===== src/cpcpc_pkg.sv =====
// Purpose: Constants for the processor clock and power-mode controller
// Assumes: AXI4-Lite register access, 32-bit data, byte addresses
// Notes:   Register offsets and field positions live here only
package cpcpc_pkg;
    // Register byte offsets (printed offsets are not all multiples of four)
    localparam logic [15:0] REV_IDX      = 16'hc004; // Revision register index
    localparam logic [15:0] DIV_IDX      = 16'hc008; // Divisor register index
    localparam logic [15:0] PWR_IDX      = 16'hc00a; // Power register index
    localparam logic [17:0] REV_ADDR     = {REV_IDX, 2'b00};
    localparam logic [17:0] DIV_ADDR     = {DIV_IDX, 2'b00};
    localparam logic [17:0] PWR_ADDR     = {PWR_IDX, 2'b00};
    localparam logic [17:0] STAT_ADDR    = 18'h30100; // Event status
    localparam logic [17:0] MASK_ADDR    = 18'h30104; // Event mask
    localparam logic [17:0] WAKEIN_ADDR  = 18'h30108; // Live wake-source levels
    // Revision value: arbitrary neutral value
    localparam logic [15:0] REV_DEFAULT  = 16'h0a01;
    // Divisor field
    localparam logic [3:0]  DIV_RESET    = 4'hf;
    localparam logic [15:0] DIV_MASK     = 16'h000f;
    // Power register fields
    localparam int          PB_HALT      = 0;
    localparam int          PB_SLEEP     = 1;
    localparam int          PB_RAIL      = 2;
    localparam int          PB_PIN       = 4;
    localparam int          PB_HOST      = 7;
    localparam int          PB_SPI       = 8;
    localparam int          PB_FSL       = 9;
    localparam int          PB_OTG       = 11;
    localparam int          PB_USB_LO    = 12;
    localparam logic [15:0] PWR_WMASK    = 16'hfb90; // Writable enable bits
    // Status bits
    localparam int          ST_SLEEP_END = 0;
    localparam int          ST_HALT_END  = 1;
    localparam int          ST_RAIL      = 2;
    localparam logic [2:0]  ST_MASK      = 3'h7;
    // Timing
    localparam int          CLK_HZ       = 20000000;
    localparam real         RESUME_MS    = 0.5;
    localparam int          RESUME_CYC   = int'($floor(RESUME_MS * CLK_HZ / 1000.0));
    localparam logic [1:0]  RESP_OKAY    = 2'b00;
    localparam logic [1:0]  RESP_SLVERR  = 2'b10;
    // Power states
    typedef enum logic [1:0] {
        CPCPC_RUN    = 2'b00,
        CPCPC_HALT   = 2'b01,
        CPCPC_SLEEP  = 2'b10,
        CPCPC_RESUME = 2'b11
    } cpcpc_state_t;
endpackage


===== src/cpcpc_top.sv =====
// Purpose: CPU clock divider and sleep/halt power-mode controller
// Assumes: aclk stands for the undivided system clock
// Notes:   Wake edges are sampled on aclk and synchronised
// Operation
// - Read-only revision register, increments per silicon
// - CPU clock is system clock over field+1
// - Divisor slows only the processor clock
// - Power register selects sleep or halt, wake enables
// - Bits 15..12 wake on USB port transitions
// - Bit 11 wakes on OTG valid/ID change
// - Bit 9 fast serial wake, byte discarded
// - Bit 8 select falling edge wakes, byte discarded
// - Bit 7 wakes on parallel host port read
// - Bit 4 wakes on pins 24/25 transitions
// - Bit 2 reads rail low status
// - Writing one to bit 1 enters sleep
// - Counters and PWM freeze during sleep
// - Enabled activity ends sleep, resume within 0.5 ms
// - Sender resends the byte lost at wakeup
// - Bit 0 halts CPU until enabled interrupt
//
// Local design decision: the AXI4-Lite slave port.
`timescale 1ns/1ps
module cpcpc_top
    import cpcpc_pkg::*;
(
    // Clock and reset
    input  wire logic        aclk,
    input  wire logic        aresetn,
    // AXI4-Lite write address
    input  wire logic [17:0] s_axi_awaddr,
    input  wire logic        s_axi_awvalid,
    output logic             s_axi_awready,
    // AXI4-Lite write data
    input  wire logic [31:0] s_axi_wdata,
    input  wire logic [3:0]  s_axi_wstrb,
    input  wire logic        s_axi_wvalid,
    output logic             s_axi_wready,
    // AXI4-Lite write response
    output logic [1:0]       s_axi_bresp,
    output logic             s_axi_bvalid,
    input  wire logic        s_axi_bready,
    // AXI4-Lite read address
    input  wire logic [17:0] s_axi_araddr,
    input  wire logic        s_axi_arvalid,
    output logic             s_axi_arready,
    // AXI4-Lite read data
    output logic [31:0]      s_axi_rdata,
    output logic [1:0]       s_axi_rresp,
    output logic             s_axi_rvalid,
    input  wire logic        s_axi_rready,
    // Wake sources
    input  wire logic [3:0]  usb_port_line,
    input  wire logic        otg_vbus_valid,
    input  wire logic        otg_id,
    input  wire logic        fast_serial_link,
    input  wire logic        serial_select_low,
    input  wire logic        parallel_host_port_read,
    input  wire logic [1:0]  gpio_wake_pin,
    input  wire logic        rail_low_status,
    input  wire logic        cpu_irq_pending,
    // Power and clock outputs
    output logic             cpu_clk_en,
    output logic             cpu_halted,
    output logic             sys_clk_run,
    output logic             periph_freeze,
    output logic             analog_power_down,
    output logic             rx_byte_discard,
    output logic             cpu_exec_ok,
    output logic             irq
);

    // Registers
    logic [3:0]   div_field;      // CPU speed divisor
    logic [3:0]   div_count;      // Divider phase counter
    logic [15:0]  pwr_enables;    // Wake enable bits
    logic [2:0]   evt_status;     // Sticky events
    logic [2:0]   evt_mask;       // Event mask
    cpcpc_state_t state;          // Power state
    logic [15:0]  resume_cnt;     // Resume delay counter
    logic [9:0]   wake_prev;      // Previous wake levels
    logic [1:0]   gpio_prev;      // Previous pin levels
    logic         wake_sync1;     // Synchroniser stage 1
    logic         wake_sync2;     // Synchroniser stage 2
    logic         discard_arm;    // Discard byte after any sleep wake
    // Bus holding state
    logic         aw_held;
    logic         w_held;
    logic [17:0]  aw_addr;
    logic [31:0]  w_data;
    logic [3:0]   w_strb;

    // Wake source vector: usb[3:0], otg vbus, otg id, fsl, ssel, host, pins
    logic [9:0]   wake_now;
    assign wake_now = {usb_port_line, otg_vbus_valid, otg_id, fast_serial_link,
                       serial_select_low, parallel_host_port_read, gpio_wake_pin[0] ^ gpio_wake_pin[1]};

    // Per-source activity: changes, select falling edge, host read as a level
    wire  [9:0]   wake_change = wake_now ^ wake_prev;
    wire  [3:0]   usb_hit     = wake_change[9:6] & pwr_enables[PB_USB_LO +: 4];
    wire          otg_hit     = (|wake_change[5:4]) & pwr_enables[PB_OTG];
    wire          fsl_hit     = wake_change[3] & pwr_enables[PB_FSL];
    wire          spi_hit     = wake_change[2] & ~wake_now[2] & pwr_enables[PB_SPI];
    wire          host_hit    = wake_now[1] & pwr_enables[PB_HOST];
    wire          pin_hit     = (|(gpio_wake_pin ^ gpio_prev)) & pwr_enables[PB_PIN];
    wire          wake_raw    = (|usb_hit) | otg_hit | fsl_hit | spi_hit | host_hit | pin_hit;

    // Bus decode
    wire          wr_go       = aw_held & w_held & ~s_axi_bvalid;
    wire          rd_go       = s_axi_arvalid & s_axi_arready;
    wire          wr_div      = wr_go & (aw_addr == DIV_ADDR) & w_strb[0];
    wire          wr_pwr_lo   = wr_go & (aw_addr == PWR_ADDR) & w_strb[0];
    wire          wr_pwr_hi   = wr_go & (aw_addr == PWR_ADDR) & w_strb[1];
    wire          wr_stat     = wr_go & (aw_addr == STAT_ADDR) & w_strb[0];
    wire          wr_mask     = wr_go & (aw_addr == MASK_ADDR) & w_strb[0];
    wire          wr_known    = (aw_addr == REV_ADDR) | (aw_addr == DIV_ADDR) | (aw_addr == PWR_ADDR) |
                                (aw_addr == STAT_ADDR) | (aw_addr == MASK_ADDR) | (aw_addr == WAKEIN_ADDR);
    wire          enter_sleep = wr_pwr_lo & w_data[PB_SLEEP] & (state == CPCPC_RUN);
    wire          enter_halt  = wr_pwr_lo & w_data[PB_HALT] & ~w_data[PB_SLEEP] & (state == CPCPC_RUN);
    wire          cpu_stop    = enter_sleep | enter_halt;
    wire          halt_wake   = (state == CPCPC_HALT) & cpu_irq_pending;
    wire          sleep_wake  = (state == CPCPC_SLEEP) & wake_sync2;
    wire          resume_done = (state == CPCPC_RESUME) & (resume_cnt == 16'h0000);
    wire          div_tick    = (div_count == div_field);
    // Live power register view
    wire  [15:0]  pwr_view    = (pwr_enables & PWR_WMASK) | ({15'h0000, rail_low_status} << PB_RAIL) |
                                ({15'h0000, state == CPCPC_SLEEP} << PB_SLEEP) |
                                ({15'h0000, state == CPCPC_HALT} << PB_HALT);
    wire  [2:0]   evt_set     = {rail_low_status, halt_wake, resume_done};
    wire  [15:0]  next_pwr    = {wr_pwr_hi ? w_data[15:8] : pwr_enables[15:8],
                                 wr_pwr_lo ? w_data[7:0] : pwr_enables[7:0]} & PWR_WMASK;
    logic [31:0]  rd_mux;
    always_comb begin
        // Read data select
        case (s_axi_araddr)
            REV_ADDR:    rd_mux = {16'h0000, REV_DEFAULT};
            DIV_ADDR:    rd_mux = {28'h0000000, div_field};
            PWR_ADDR:    rd_mux = {16'h0000, pwr_view};
            STAT_ADDR:   rd_mux = {29'h00000000, evt_status};
            MASK_ADDR:   rd_mux = {29'h00000000, evt_mask};
            WAKEIN_ADDR: rd_mux = {22'h000000, wake_now};
            default:     rd_mux = 32'h00000000;
        endcase
    end
    wire          rd_known    = (s_axi_araddr == REV_ADDR) | (s_axi_araddr == DIV_ADDR) |
                                (s_axi_araddr == PWR_ADDR) | (s_axi_araddr == STAT_ADDR) |
                                (s_axi_araddr == MASK_ADDR) | (s_axi_araddr == WAKEIN_ADDR);

    // Write address and data capture, either order
    always_ff @(posedge aclk) begin
        if (!aresetn) begin
            aw_held       <= 1'b0;
            w_held        <= 1'b0;
            aw_addr       <= 18'h00000;
            w_data        <= 32'h00000000;
            w_strb        <= 4'h0;
            s_axi_awready <= 1'b0;
            s_axi_wready  <= 1'b0;
        end else begin
            s_axi_awready <= ~aw_held & ~s_axi_awready & s_axi_awvalid;
            s_axi_wready  <= ~w_held & ~s_axi_wready & s_axi_wvalid;
            if (s_axi_awvalid & s_axi_awready) begin
                aw_held <= 1'b1;
                aw_addr <= s_axi_awaddr;
            end else if (wr_go) begin
                aw_held <= 1'b0;
            end
            if (s_axi_wvalid & s_axi_wready) begin
                w_held <= 1'b1;
                w_data <= s_axi_wdata;
                w_strb <= s_axi_wstrb;
            end else if (wr_go) begin
                w_held <= 1'b0;
            end
        end
    end

    // Write response
    always_ff @(posedge aclk) begin
        if (!aresetn) begin
            s_axi_bvalid <= 1'b0;
            s_axi_bresp  <= RESP_OKAY;
        end else if (wr_go) begin
            s_axi_bvalid <= 1'b1;
            s_axi_bresp  <= wr_known ? RESP_OKAY : RESP_SLVERR;
        end else if (s_axi_bready) begin
            s_axi_bvalid <= 1'b0;
        end
    end

    // Read channel
    always_ff @(posedge aclk) begin
        if (!aresetn) begin
            s_axi_arready <= 1'b0;
            s_axi_rvalid  <= 1'b0;
            s_axi_rdata   <= 32'h00000000;
            s_axi_rresp   <= RESP_OKAY;
        end else begin
            s_axi_arready <= s_axi_arvalid & ~s_axi_arready & ~s_axi_rvalid;
            if (rd_go) begin
                s_axi_rvalid <= 1'b1;
                s_axi_rdata  <= rd_mux;
                s_axi_rresp  <= rd_known ? RESP_OKAY : RESP_SLVERR;
            end else if (s_axi_rready) begin
                s_axi_rvalid <= 1'b0;
            end
        end
    end

    // Control registers
    always_ff @(posedge aclk) begin
        if (!aresetn) begin
            div_field   <= DIV_RESET;
            pwr_enables <= 16'h0000;
            evt_mask    <= 3'h0;
        end else begin
            if (wr_div) begin
                div_field <= w_data[3:0] & DIV_MASK[3:0];
            end
            pwr_enables <= next_pwr;
            if (wr_mask) begin
                evt_mask <= w_data[2:0] & ST_MASK;
            end
        end
    end

    // Sticky events, set wins over clear
    always_ff @(posedge aclk) begin
        if (!aresetn) begin
            evt_status <= 3'h0;
        end else begin
            evt_status <= (evt_status & ~(wr_stat ? w_data[2:0] : 3'h0)) | evt_set;
        end
    end

    // Wake edge capture; aclk stands in for the restart oscillator
    always_ff @(posedge aclk) begin
        if (!aresetn) begin
            wake_prev  <= 10'h000;
            gpio_prev  <= 2'b00;
            wake_sync1 <= 1'b0;
            wake_sync2 <= 1'b0;
        end else begin
            wake_prev  <= wake_now;
            gpio_prev  <= gpio_wake_pin;
            wake_sync1 <= wake_raw & (state == CPCPC_SLEEP);
            wake_sync2 <= wake_sync1;
        end
    end

    // Power state machine
    always_ff @(posedge aclk) begin
        if (!aresetn) begin
            state       <= CPCPC_RUN;
            resume_cnt  <= 16'h0000;
            discard_arm <= 1'b0;
        end else begin
            case (state)
                CPCPC_RUN: begin
                    if (enter_sleep) begin
                        state <= CPCPC_SLEEP;
                    end else if (enter_halt) begin
                        state <= CPCPC_HALT;
                    end
                end
                CPCPC_HALT: begin
                    if (halt_wake) begin
                        state <= CPCPC_RUN;
                    end
                end
                CPCPC_SLEEP: begin
                    if (sleep_wake) begin
                        state       <= CPCPC_RESUME;
                        resume_cnt  <= 16'(RESUME_CYC - 1);
                        discard_arm <= 1'b1;
                    end
                end
                CPCPC_RESUME: begin
                    if (resume_cnt != 16'h0000) begin
                        resume_cnt <= resume_cnt - 16'h0001;
                    end else begin
                        state       <= CPCPC_RUN;
                        discard_arm <= 1'b0;
                    end
                end
                default: state <= CPCPC_RUN;
            endcase
        end
    end

    // Divider phase, paused in sleep
    always_ff @(posedge aclk) begin
        if (!aresetn) begin
            div_count <= 4'h0;
        end else if (state == CPCPC_SLEEP) begin
            div_count <= div_count;
        end else if (div_tick) begin
            div_count <= 4'h0;
        end else begin
            div_count <= div_count + 4'h1;
        end
    end

    // Registered outputs
    always_ff @(posedge aclk) begin
        if (!aresetn) begin
            cpu_clk_en        <= 1'b0;
            cpu_halted        <= 1'b0;
            sys_clk_run       <= 1'b1;
            periph_freeze     <= 1'b0;
            analog_power_down <= 1'b0;
            rx_byte_discard   <= 1'b0;
            cpu_exec_ok       <= 1'b1;
            irq               <= 1'b0;
        end else begin
            cpu_clk_en        <= div_tick & (state == CPCPC_RUN);
            cpu_halted        <= (state != CPCPC_RUN) | cpu_stop;
            sys_clk_run       <= (state != CPCPC_SLEEP) & ~enter_sleep;
            periph_freeze     <= (state == CPCPC_SLEEP) | enter_sleep;
            analog_power_down <= (state == CPCPC_SLEEP) | enter_sleep;
            rx_byte_discard   <= discard_arm | sleep_wake;
            cpu_exec_ok       <= (state == CPCPC_RUN) & ~cpu_stop;
            irq               <= |(evt_status & evt_mask);
        end
    end

endmodule


===== config.mk =====
export PLATFORM = sky130hd
export DESIGN_NAME = cpcpc_top
export DESIGN_NICKNAME = d
export VERILOG_FILES = /design/src/cpcpc_pkg.sv /design/src/cpcpc_top.sv
export SDC_FILE = /design/constraint.sdc
export NUM_CORES = 1
export LEC_CHECK = 0
export BUFFER_PORTS_ARGS = -buffer_cell sky130_fd_sc_hd__buf_4
export CORE_MARGIN = 3
export CORE_UTILIZATION = 45
export CTS_BUF_LIST = sky130_fd_sc_hd__clkbuf_2
export DETAILED_ROUTE_END_ITERATION = 8
export HOLD_SLACK_MARGIN = 0.03
export PLACE_DENSITY = 0.7
export REMOVE_ABC_BUFFERS = 1
export SLEW_MARGIN = 10
export SYNTH_ARGS = -nofsm -noshare
export SYNTH_HDL_FRONTEND = slang
export SYNTH_SLANG_ARGS = --single-unit

===== constraint.sdc =====
create_clock -name aclk -period 4.75 [get_ports aclk]
set_input_delay 0 -clock aclk [delete_from_list [all_inputs] [get_ports aclk]]
set_output_delay 0 -clock aclk [all_outputs]
set_load 0.02 [all_outputs]

### Word level (Yosys, flattened, before mapping)

Cells that the tools add are included.

| word-level totals | value |
|---|---|
| flip-flop bits (word level) | 142 |
| latch bits | 0 |
| bits in writable memories | 0 |
| bits in read-only memories | 0 |
| memories kept | 0 |

| cells by class | value |
|---|---|
| add/subtract/negate cells | 2 |
| $mul | 0 |
| divide/modulo/power cells | 0 |
| order comparisons | 0 |
| equal/unequal tests | 22 |
| shifts and indexed selects | 0 |
| mux-type cells | 24 |
| bitwise gates (word level) | 79 |
| reductions and logical operators | 16 |

Operators by type and width:

| operator | number |
|---|---|
| == test 18 bit, second input constant | 12 |
| case mux 16 bit (6 select lines) | 1 |
| bitwise AND 1 bit | 38 |
| two-way mux 16 bit | 2 |
| case mux 16 bit (2 select lines) | 1 |
| OR 1 bit | 19 |
| zero test 16 bit | 1 |
| OR 16 x 1 -> 16 bit | 1 |
| OR 16 x 2 -> 16 bit | 1 |
| OR 16 x 3 -> 16 bit | 1 |
| nonzero test 16 bit | 1 |
| subtractor 16 x 1 -> 16 bit, second input constant | 1 |
| two-way mux 2 bit | 7 |
| nonzero test 2 bit | 6 |
| inverter 1 bit | 11 |
| XOR 10 bit | 1 |
| two-way mux 1 bit | 9 |
| != test 2 bit, second input constant | 4 |
| case mux 2 bit (4 select lines) | 1 |
| bitwise AND 3 bit | 2 |
| AND reduction 3 bit | 2 |
| adder 4 x 1 -> 4 bit, second input constant | 1 |
| bitwise AND 4 bit | 1 |
| == test 2 bit, second input constant | 2 |
| other kinds (16) | 17 |

### Longest topological paths before layout

Gate-level depths: netlist of run 1.

| logic depth | value |
|---|---|
| depth in word-level cells | 10 |
| mapped depth | 7 |

### Worst setup path before layout of run 1

Ideal clock, no wire load.

| timing | value |
|---|---|
| path kind | register to register |
| start point | register resume_cnt[6] |
| end point | register resume_cnt[13] |
| library setup time | 0.127 ns |
| data arrival time | 1.663 ns |
| required time | 4.623 ns |
| slack | 2.960 ns |
| stages on the path, launching flop included | 7 |
| buffers on the path | 1 |
| period minus slack after synthesis | 1.790 ns |
| cell sequence | dfxtp_1 nor4_2 nand4_1 o21ai_0 buf_2 nor4_1 or3_1 |

| between the ends | value |
|---|---|
| cells in the longest elaborated chain, start to end | 3 |

Ends and longest elaborated chain:

| what | RTL line | RTL |
|---|---|---|
| start: declaration | cpcpc_top.sv:80 | `logic [15:0] resume_cnt;` |
| start signal: assignment | cpcpc_top.sv:274 | `resume_cnt <= 16'(RESUME_CYC - 1);` |
| start signal: assignment | cpcpc_top.sv:280 | `resume_cnt <= resume_cnt - 16'h0001;` |
| subtractor 16 x 1 -> 16 bit / nonzero test 16 bit (equally long branches) | cpcpc_top.sv:280, cpcpc_top.sv:279 |  |
| two-way mux 16 bit / != test 2 x 1 -> 1 bit (equally long branches) | - |  |
| case mux 16 bit (2 select lines) / AND reduction 3 bit (equally long branches) | - |  |

Several ways; a longest one is shown, not always the timed one. The select of a mux whose other input is x is not followed.
A chain may end at the register's enable or synchronous reset.

### Final worst setup path of run 1

| timing | value |
|---|---|
| start point | input s_axi_araddr[11] |
| end point | register s_axi_rdata[9] |

| between the ends | value |
|---|---|
| cells in the longest elaborated chain, start to end | 2 |

Ends and longest elaborated chain:

| what | RTL line | RTL |
|---|---|---|
| start: declaration | cpcpc_top.sv:44 | `input wire logic [17:0] s_axi_araddr,` |
| == test 18 bit | cpcpc_top.sv:135 | `case (s_axi_araddr)` |
| case mux 16 bit (6 select lines) * | cpcpc_top.sv:135 |  |
| end signal: assignment | cpcpc_top.sv:202 | `s_axi_rdata <= rd_mux;` |
| end: declaration | cpcpc_top.sv:48 | `output logic [31:0] s_axi_rdata,` |

Mark *: on every way between the ends. The rest lies on a longest branch, timed or not.

==> impl_metrics.py, run 1 <==
metrics = {
    "cells_and_area": {
        "design_area_um2": 7750,
        "layout.nets": 949,
        "most-common-layout-cells": "149 x dlygate4sd3_1, 118 x dfxtp_1, 101 x buf_4, 95 x nand2_1, 61 x a21oi_1",
        "stdcell_count": 1009,
        "fillers": 819,
        "final_common_cell": "dlygate4sd3_1",
        "area_delta_synth_final_pct": 46.5,
        "drive_above_1_share_pct": 18.7,
    },
    "floorplanning": {
        "core_um2": 11200,
        "fp.dieW_um": 114,
        "die_h_um": 114,
        "rows": 38,
        "dieArea_um2": 13100,
        "initial_utilization_pct": 47.4,
        "ios": 141,
    },
    "drt": {
        "ant_nets": 0,
        "first_pass_iters": 5,
        "drcViolationCount": 0,
        "wirelength_um": 16000,
        "first_iter_violations": 350,
        "wl_per_cell_um": 15.9,
        "vias_per_cell": 5.40,
        "num_vias": 5452,
    },
    "synthesis": {
        "synth-edff-count": 0,
        "yosysUniqueCellTypes": 71,
        "synth.area.top_cells": "dfxtp_1 45%, nand2_1 6.7%, a21oi_1 5.8%",
        "synthesis.instances": 615,
        "synth_top_cell_by_area": "dfxtp_1",
        "ys.flop_type": "dfxtp_1",
        "async_flop_share_pct": 0,
        "synth.avg_cell_area_um2": 8.61,
        "yosys_warnings": 0,
        "yosysTopAreaCellShare_pct": 44.6,
        "synth_seq_cells": 118,
        "synth_area_um2": 5290,
        "synth_seq_area_share_pct": 44.6,
    },
    "timing": {
        "fmax_ghz": 0.289,
        "slew_headroom_pct": 25.0,
        "setup_viol": 0,
        "fin_crit_sh_pct": 72.7,
        "slew_violations": 0,
        "final.setup.tns_ns": 0,
        "worstMarginPinSlew_ns": 1.11,
        "post-route-min-period_ns": 3.45,
        "hold_viol": 0,
        "grt_setup_unrepaired": "no",
        "finClkSkew_ns": 0.0299,
    },
    "global_routing": {
        "grt.busiest_layer": "met2",
        "grt_pass1_wl_um": 26400,
        "antenna_found_initial": 0,
        "grt_max_degree": 64,
        "use_met2_pct": 42.4,
        "grt_overflow": 0,
        "grt_pass1_vias": 5547,
        "use_met1_pct": 30.1,
        "groute.usage.overall_pct": 25.2,
        "met3_usage_pct": 6.08,
    },
    "pwr": {
        "p_leak_nw": 3.15,
        "powerDensity_nw_per_um2": 242,
        "total_power_mw": 1.88,
        "p_switching_mw": 0.542,
        "intPower_mw": 1.33,
        "p_clk_share_pct": 32.5,
        "pwr-share-seq_pct": 54.7,
        "irDropWorstVdd_mv": 0.204,
        "p_sw_share_pct": 28.9,
        "power_frac_comb_pct": 12.8,
    },
    "clocking": {
        "worstSkewPairLatency_ns": 0.68,
        "cts_buffers": 17,
        "cts_tree": "done",
        "cts.sinks": 118,
        "cts_root_buffer": "clkbuf_2",
        "cts_resized": 0,
        "htree_levels": 4,
        "cts.path.max_buffers": 2,
        "path_clk_slew_ns": 0.21,
    },
    "worst_setup_path": {
        "required_ns": 5.40,
        "worstPathArrival_ns": 4.10,
        "crit_type": "in -> reg",
        "crit_path_end_kind": "flip-flop",
        "critPathMaxFanout": 4,
        "cp-start-kind": "input pin",
    },
    "place": {
        "io_buffers": 100,
        "placedInstanceArea_um2": 6040,
        "dp_hpwl_um": 9160,
        "placed_cells": 827,
        "globalplace.congestion": 0.841,
    },
    "outcome": {
        "status": "finished clean",
    },
    "min_path": {
        "min_path_type": "in -> reg",
    },
    "job": {
        "max_cap_viol_count": 0,
    },
}
[cells in the mapped netlist, drive strengths merged (8+ instances only)]
master  count
a21oi      61
and2       24
buf        25
clkbuf     22
dfxtp     118
inv         9
mux2i      18
nand2      95
nand3      22
nor2       44
nor3        9
nor4       12
o21a        8
o21ai      22
or4         8
xor2       16
[worst paths after layout]
kind                                       start  depth (start not counted)        endpoint  slack, ns
worst min register to register       aw_addr[14]                          2     aw_addr[14]       0.47
worst min-delay path            s_axi_awaddr[13]                          4     aw_addr[13]       0.10
worst max-delay path            s_axi_araddr[11]                         10  s_axi_rdata[9]       1.30
worst max register to register     s_axi_arready                          5  s_axi_rdata[9]       1.86
[final cells by class]
type	instances	area, um2	share of cell area, %
Clock buffer	17	85.1	1.10
Sequential cell	118	2360	30.5
Clock inverter	15	133	1.71
Inverter	10	37.5	0.484
Multi-Input combinational cell	458	2710	34.9
Timing Repair Buffer	250	2250	29.0
Antenna cell	1	2.50	0.0323
Tap cell	140	175	2.26
[power groups by stage]
stage	logic, mW	registers [mW]	clock network [mW]
floorplan	0.0725	1.05	0
global placement	0.154	1.04	0
detailed placement	0.157	1.05	0
CTS	0.231	1.03	0.619
global route	0.260	1.03	0.663
finish	0.240	1.03	0.610
[registers in the layout (all words and copies together) (netlist names), 2 cells and up]
register	cells
w_data	13
evt_status	3
resume_cnt	16
gpio_prev	2
evt_mask	3
aw_addr	18
wake_prev	8
state	2
s_axi_rdata	15
pwr_enables	9
div_count	4
w_strb	2
div_field	4
[routing by layer]
metal,vias up,share of wire [%]
met1,2594,41
met3,59,5.5
met5,-,0
met4,0,3.6
li1,2598,-
met2,201,50
[what timing repair did]
item                      CTS  global route
hold endpoints to repair   95             0
setup buffers               0             0
hold buffers              149             0
[cell families (layout without fill, tap and decap cells)]
family	after synthesis	after routing	share of synthesized area (%)
muxes	22	22	4.26
xor gates and xnor gates	20	20	3.31
AOI/OAI and AO/OA	129	129	15.1
buffers and inverters	57	292	5.51
and+or+nand+nor	266	266	26.7
other	1	20	0.0709
adders and majority gates	2	2	0.473
DFF	118	118	44.6
[worst max-delay path, cell delays in order]
cell and delay (ns):
dlygate4sd3_1 0.55, buf_4 0.14, or4b_2 0.62, dlygate4sd3_1 0.61, nor4_4 0.29, and2_4 0.22, dlygate4sd3_1 0.66, a221oi_2 0.10
a221oi_2 0.29, dlygate4sd3_1 0.61
[through the flow]
stage                     util [%]  setup slack [ns]  hold WS, ns
after floorplan                  -              2.70       0.0619
after global placement        54.1              2.33        0.236
after detailed placement      54.1              2.23        0.240
after CTS                     69.4              1.56       0.0380
after global routing          69.4              1.26       0.0313
final                         69.4              1.30        0.103
No activity file was read; power rests on OpenSTA's default activity.
==> run 2: changes to the inputs <==
clock period = 3.3 ns   (was 4.75 ns; I/O delays follow)
==> run 2 against run 1 <==
Net effect: clock power rose by 61%; via count fell by 2.1%; global-route usage fell by 0.96 points; core utilization fell by 1.9 points; cell count fell by 2.4%; critical path depth fell by 1; clock-buffer cell count did not move; hold slack got worse by 0.0019 ns; flip-flop and latch count did not move; combinational power rose by 36%; wire length fell by 3.2%; critical path type unchanged; critical endpoint is now s_axi_rdata[0]; largest power group unchanged.
==> impl_metrics.py, run 2 (synthesized netlist as in run 1, its figures left out) <==
metrics = {
    "outcome": {
        "status": "finished clean",
    },
    "pwr": {
        "p_leak_nw": 3.05,
        "irDropWorstVdd_mv": 0.363,
        "total_power_mw": 2.79,
        "powerDensity_nw_per_um2": 370,
    },
    "drt": {
        "drcViolationCount": 0,
        "wl_per_cell_um": 15.7,
        "wirelength_um": 15500,
        "ant_nets": 0,
        "vias_per_cell": 5.42,
        "num_vias": 5335,
        "first_iter_violations": 418,
        "first_pass_iters": 6,
    },
    "clocking": {
        "cts_root_buffer": "clkbuf_2",
        "cts_buffers": 17,
        "cts.path.max_buffers": 2,
        "cts_tree": "done",
        "cts.sinks": 118,
        "path_clk_slew_ns": 0.20,
        "htree_levels": 4,
        "worstSkewPairLatency_ns": 0.69,
        "postCtsSetupRepairBufs": 0,
        "cts_resized": 0,
    },
    "place": {
        "placed_cells": 830,
        "dp_hpwl_um": 9370,
        "io_buffers": 100,
        "globalplace.congestion": 0.822,
        "placedInstanceArea_um2": 6060,
    },
    "cells_and_area": {
        "seqCellArea_um2": 2360,
        "area_delta_synth_final_pct": 42.5,
        "stdcell_count": 985,
        "most-common-layout-cells": "122 x dlygate4sd3_1, 118 x dfxtp_1, 104 x buf_4, 95 x nand2_1, 61 x a21oi_1",
        "layout.nets": 925,
        "final_common_cell": "dlygate4sd3_1",
        "fillers": 853,
        "largest_reg_flops": 18,
        "design_area_um2": 7540,
        "multi_input_area_um2": 2710,
        "largest-register": "aw_addr",
        "top_regs": "aw_addr x18, resume_cnt x16, s_axi_rdata x15",
        "drive_above_1_share_pct": 19.5,
    },
    "worst_setup_path": {
        "cp-start-kind": "input pin",
        "crit_path_end_kind": "flip-flop",
        "worstPathArrival_ns": 3.73,
        "critPathSlowestCell": "dlygate4sd3_1",
        "crit_type": "in -> reg",
        "max_stage_delay_ns": 0.62,
        "crit_start": "s_axi_araddr[7]",
        "ff2ff_path_depth": 6,
        "critPathMostFrequentCell": "dlygate4sd3_1",
        "required_ns": 3.90,
        "r2r-start": "aw_addr[2]",
        "reg2reg_slack_ns": 0.60,
        "worst_r2r_endpoint": "state[0]",
        "critPathMaxFanout": 5,
        "worstPathCellList": "dlygate4sd3_1 -> buf_4 -> or4_4 -> dlygate4sd3_1 -> nor4_2 -> nand3_1 -> dlygate4sd3_1 -> a31oi_1 -> dlygate4sd3_1",
    },
    "timing": {
        "grt_setup_unrepaired": "no",
        "setup_viol": 0,
        "final.setup.tns_ns": 0,
        "fin_crit_sh_pct": 94.7,
        "post-route-min-period_ns": 3.13,
        "worstMarginPinSlew_ns": 0.744,
        "slew_headroom_pct": 50.0,
        "fmax_ghz": 0.320,
        "hold-worst-slack_ns": 0.101,
        "finClkSkew_ns": 0.0502,
        "hold_viol": 0,
        "slew_violations": 0,
    },
    "global_routing": {
        "grt_pass1_vias": 5372,
        "groute.usage.overall_pct": 24.2,
        "antenna_found_initial": 1,
        "grt_overflow": 0,
        "grt_max_degree": 46,
        "grt_pass1_wl_um": 25400,
    },
    "floorplanning": {
        "dieArea_um2": 13100,
        "initial_utilization_pct": 47.4,
        "core_um2": 11200,
        "ios": 141,
        "die_h_um": 114,
        "rows": 38,
        "fp.dieW_um": 114,
    },
    "min_path": {
        "worstHoldEndpoint": "aw_addr[13]",
        "holdCritStartpoint": "s_axi_awaddr[13]",
        "whs_path_depth": 4,
        "min_path_type": "in -> reg",
    },
    "job": {
        "max_cap_viol_count": 0,
    },
}
==> run 2: through the flow <==
step,utilization [%],worst slack [ns]
floorplan,-,1.25
global placement,54.3,1.18
detailed placement,54.3,1.15
CTS,67.5,0.107
global route,67.5,0.151
finish,67.5,0.174
==> run 2: layout make-up <==
type	count	area share, %
Clock inverter	15	2.24
Antenna cell	1	0.0332
Tap cell	140	2.32
Timing Repair Buffer	226	26.6
Sequential cell	118	31.3
Clock buffer	17	1.13
Inverter	10	0.498
Multi-Input combinational cell	458	35.9
==> run 2: critical path, delay by kind of cell <==
kind	cells	cell delay, ns
AOI/OAI and AO/OA	1	0.19
buffers and inverters	5	2.44
and+or+nand+nor	3	1.09
==> run 2: worst max-delay path by stage <==
| stage | end | slack [ns] |
|---|---|---|
| finish | s_axi_rdata[0] | 0.17 |
| global route | s_axi_rdata[0] | 0.15 |
| CTS | s_axi_rdata[7] | 0.11 |
| detailed placement | resume_cnt[7] | 1.15 |
| global placement | resume_cnt[7] | 1.18 |
| floorplan | resume_cnt[13] | 1.25 |
==> run 2: power breakdown <==
group	internal [mW]	switching, mW
Sequential	1.46	0.0219
Combinational	0.177	0.150
Clock	0.368	0.617
==> run 2: timing repair <==
action | CTS | global route
hold endpoints to repair | 95 | 0
endpoints found under the setup margin | 0 | 1
hold buffers | 123 | 0
==> run 2: layer usage <==
layer | wire [um] | global-route usage (%) | vias to the layer above | part of all wire [%]
li1 | - | - | 2555 | -
met4 | 516 | 10.7 | 2 | 3.3
met1 | 6330 | 28.8 | 2532 | 41
met2 | 7840 | 41.7 | 193 | 51
met3 | 798 | 5.39 | 53 | 5.2
met5 | 11 | 0 | - | 0.071
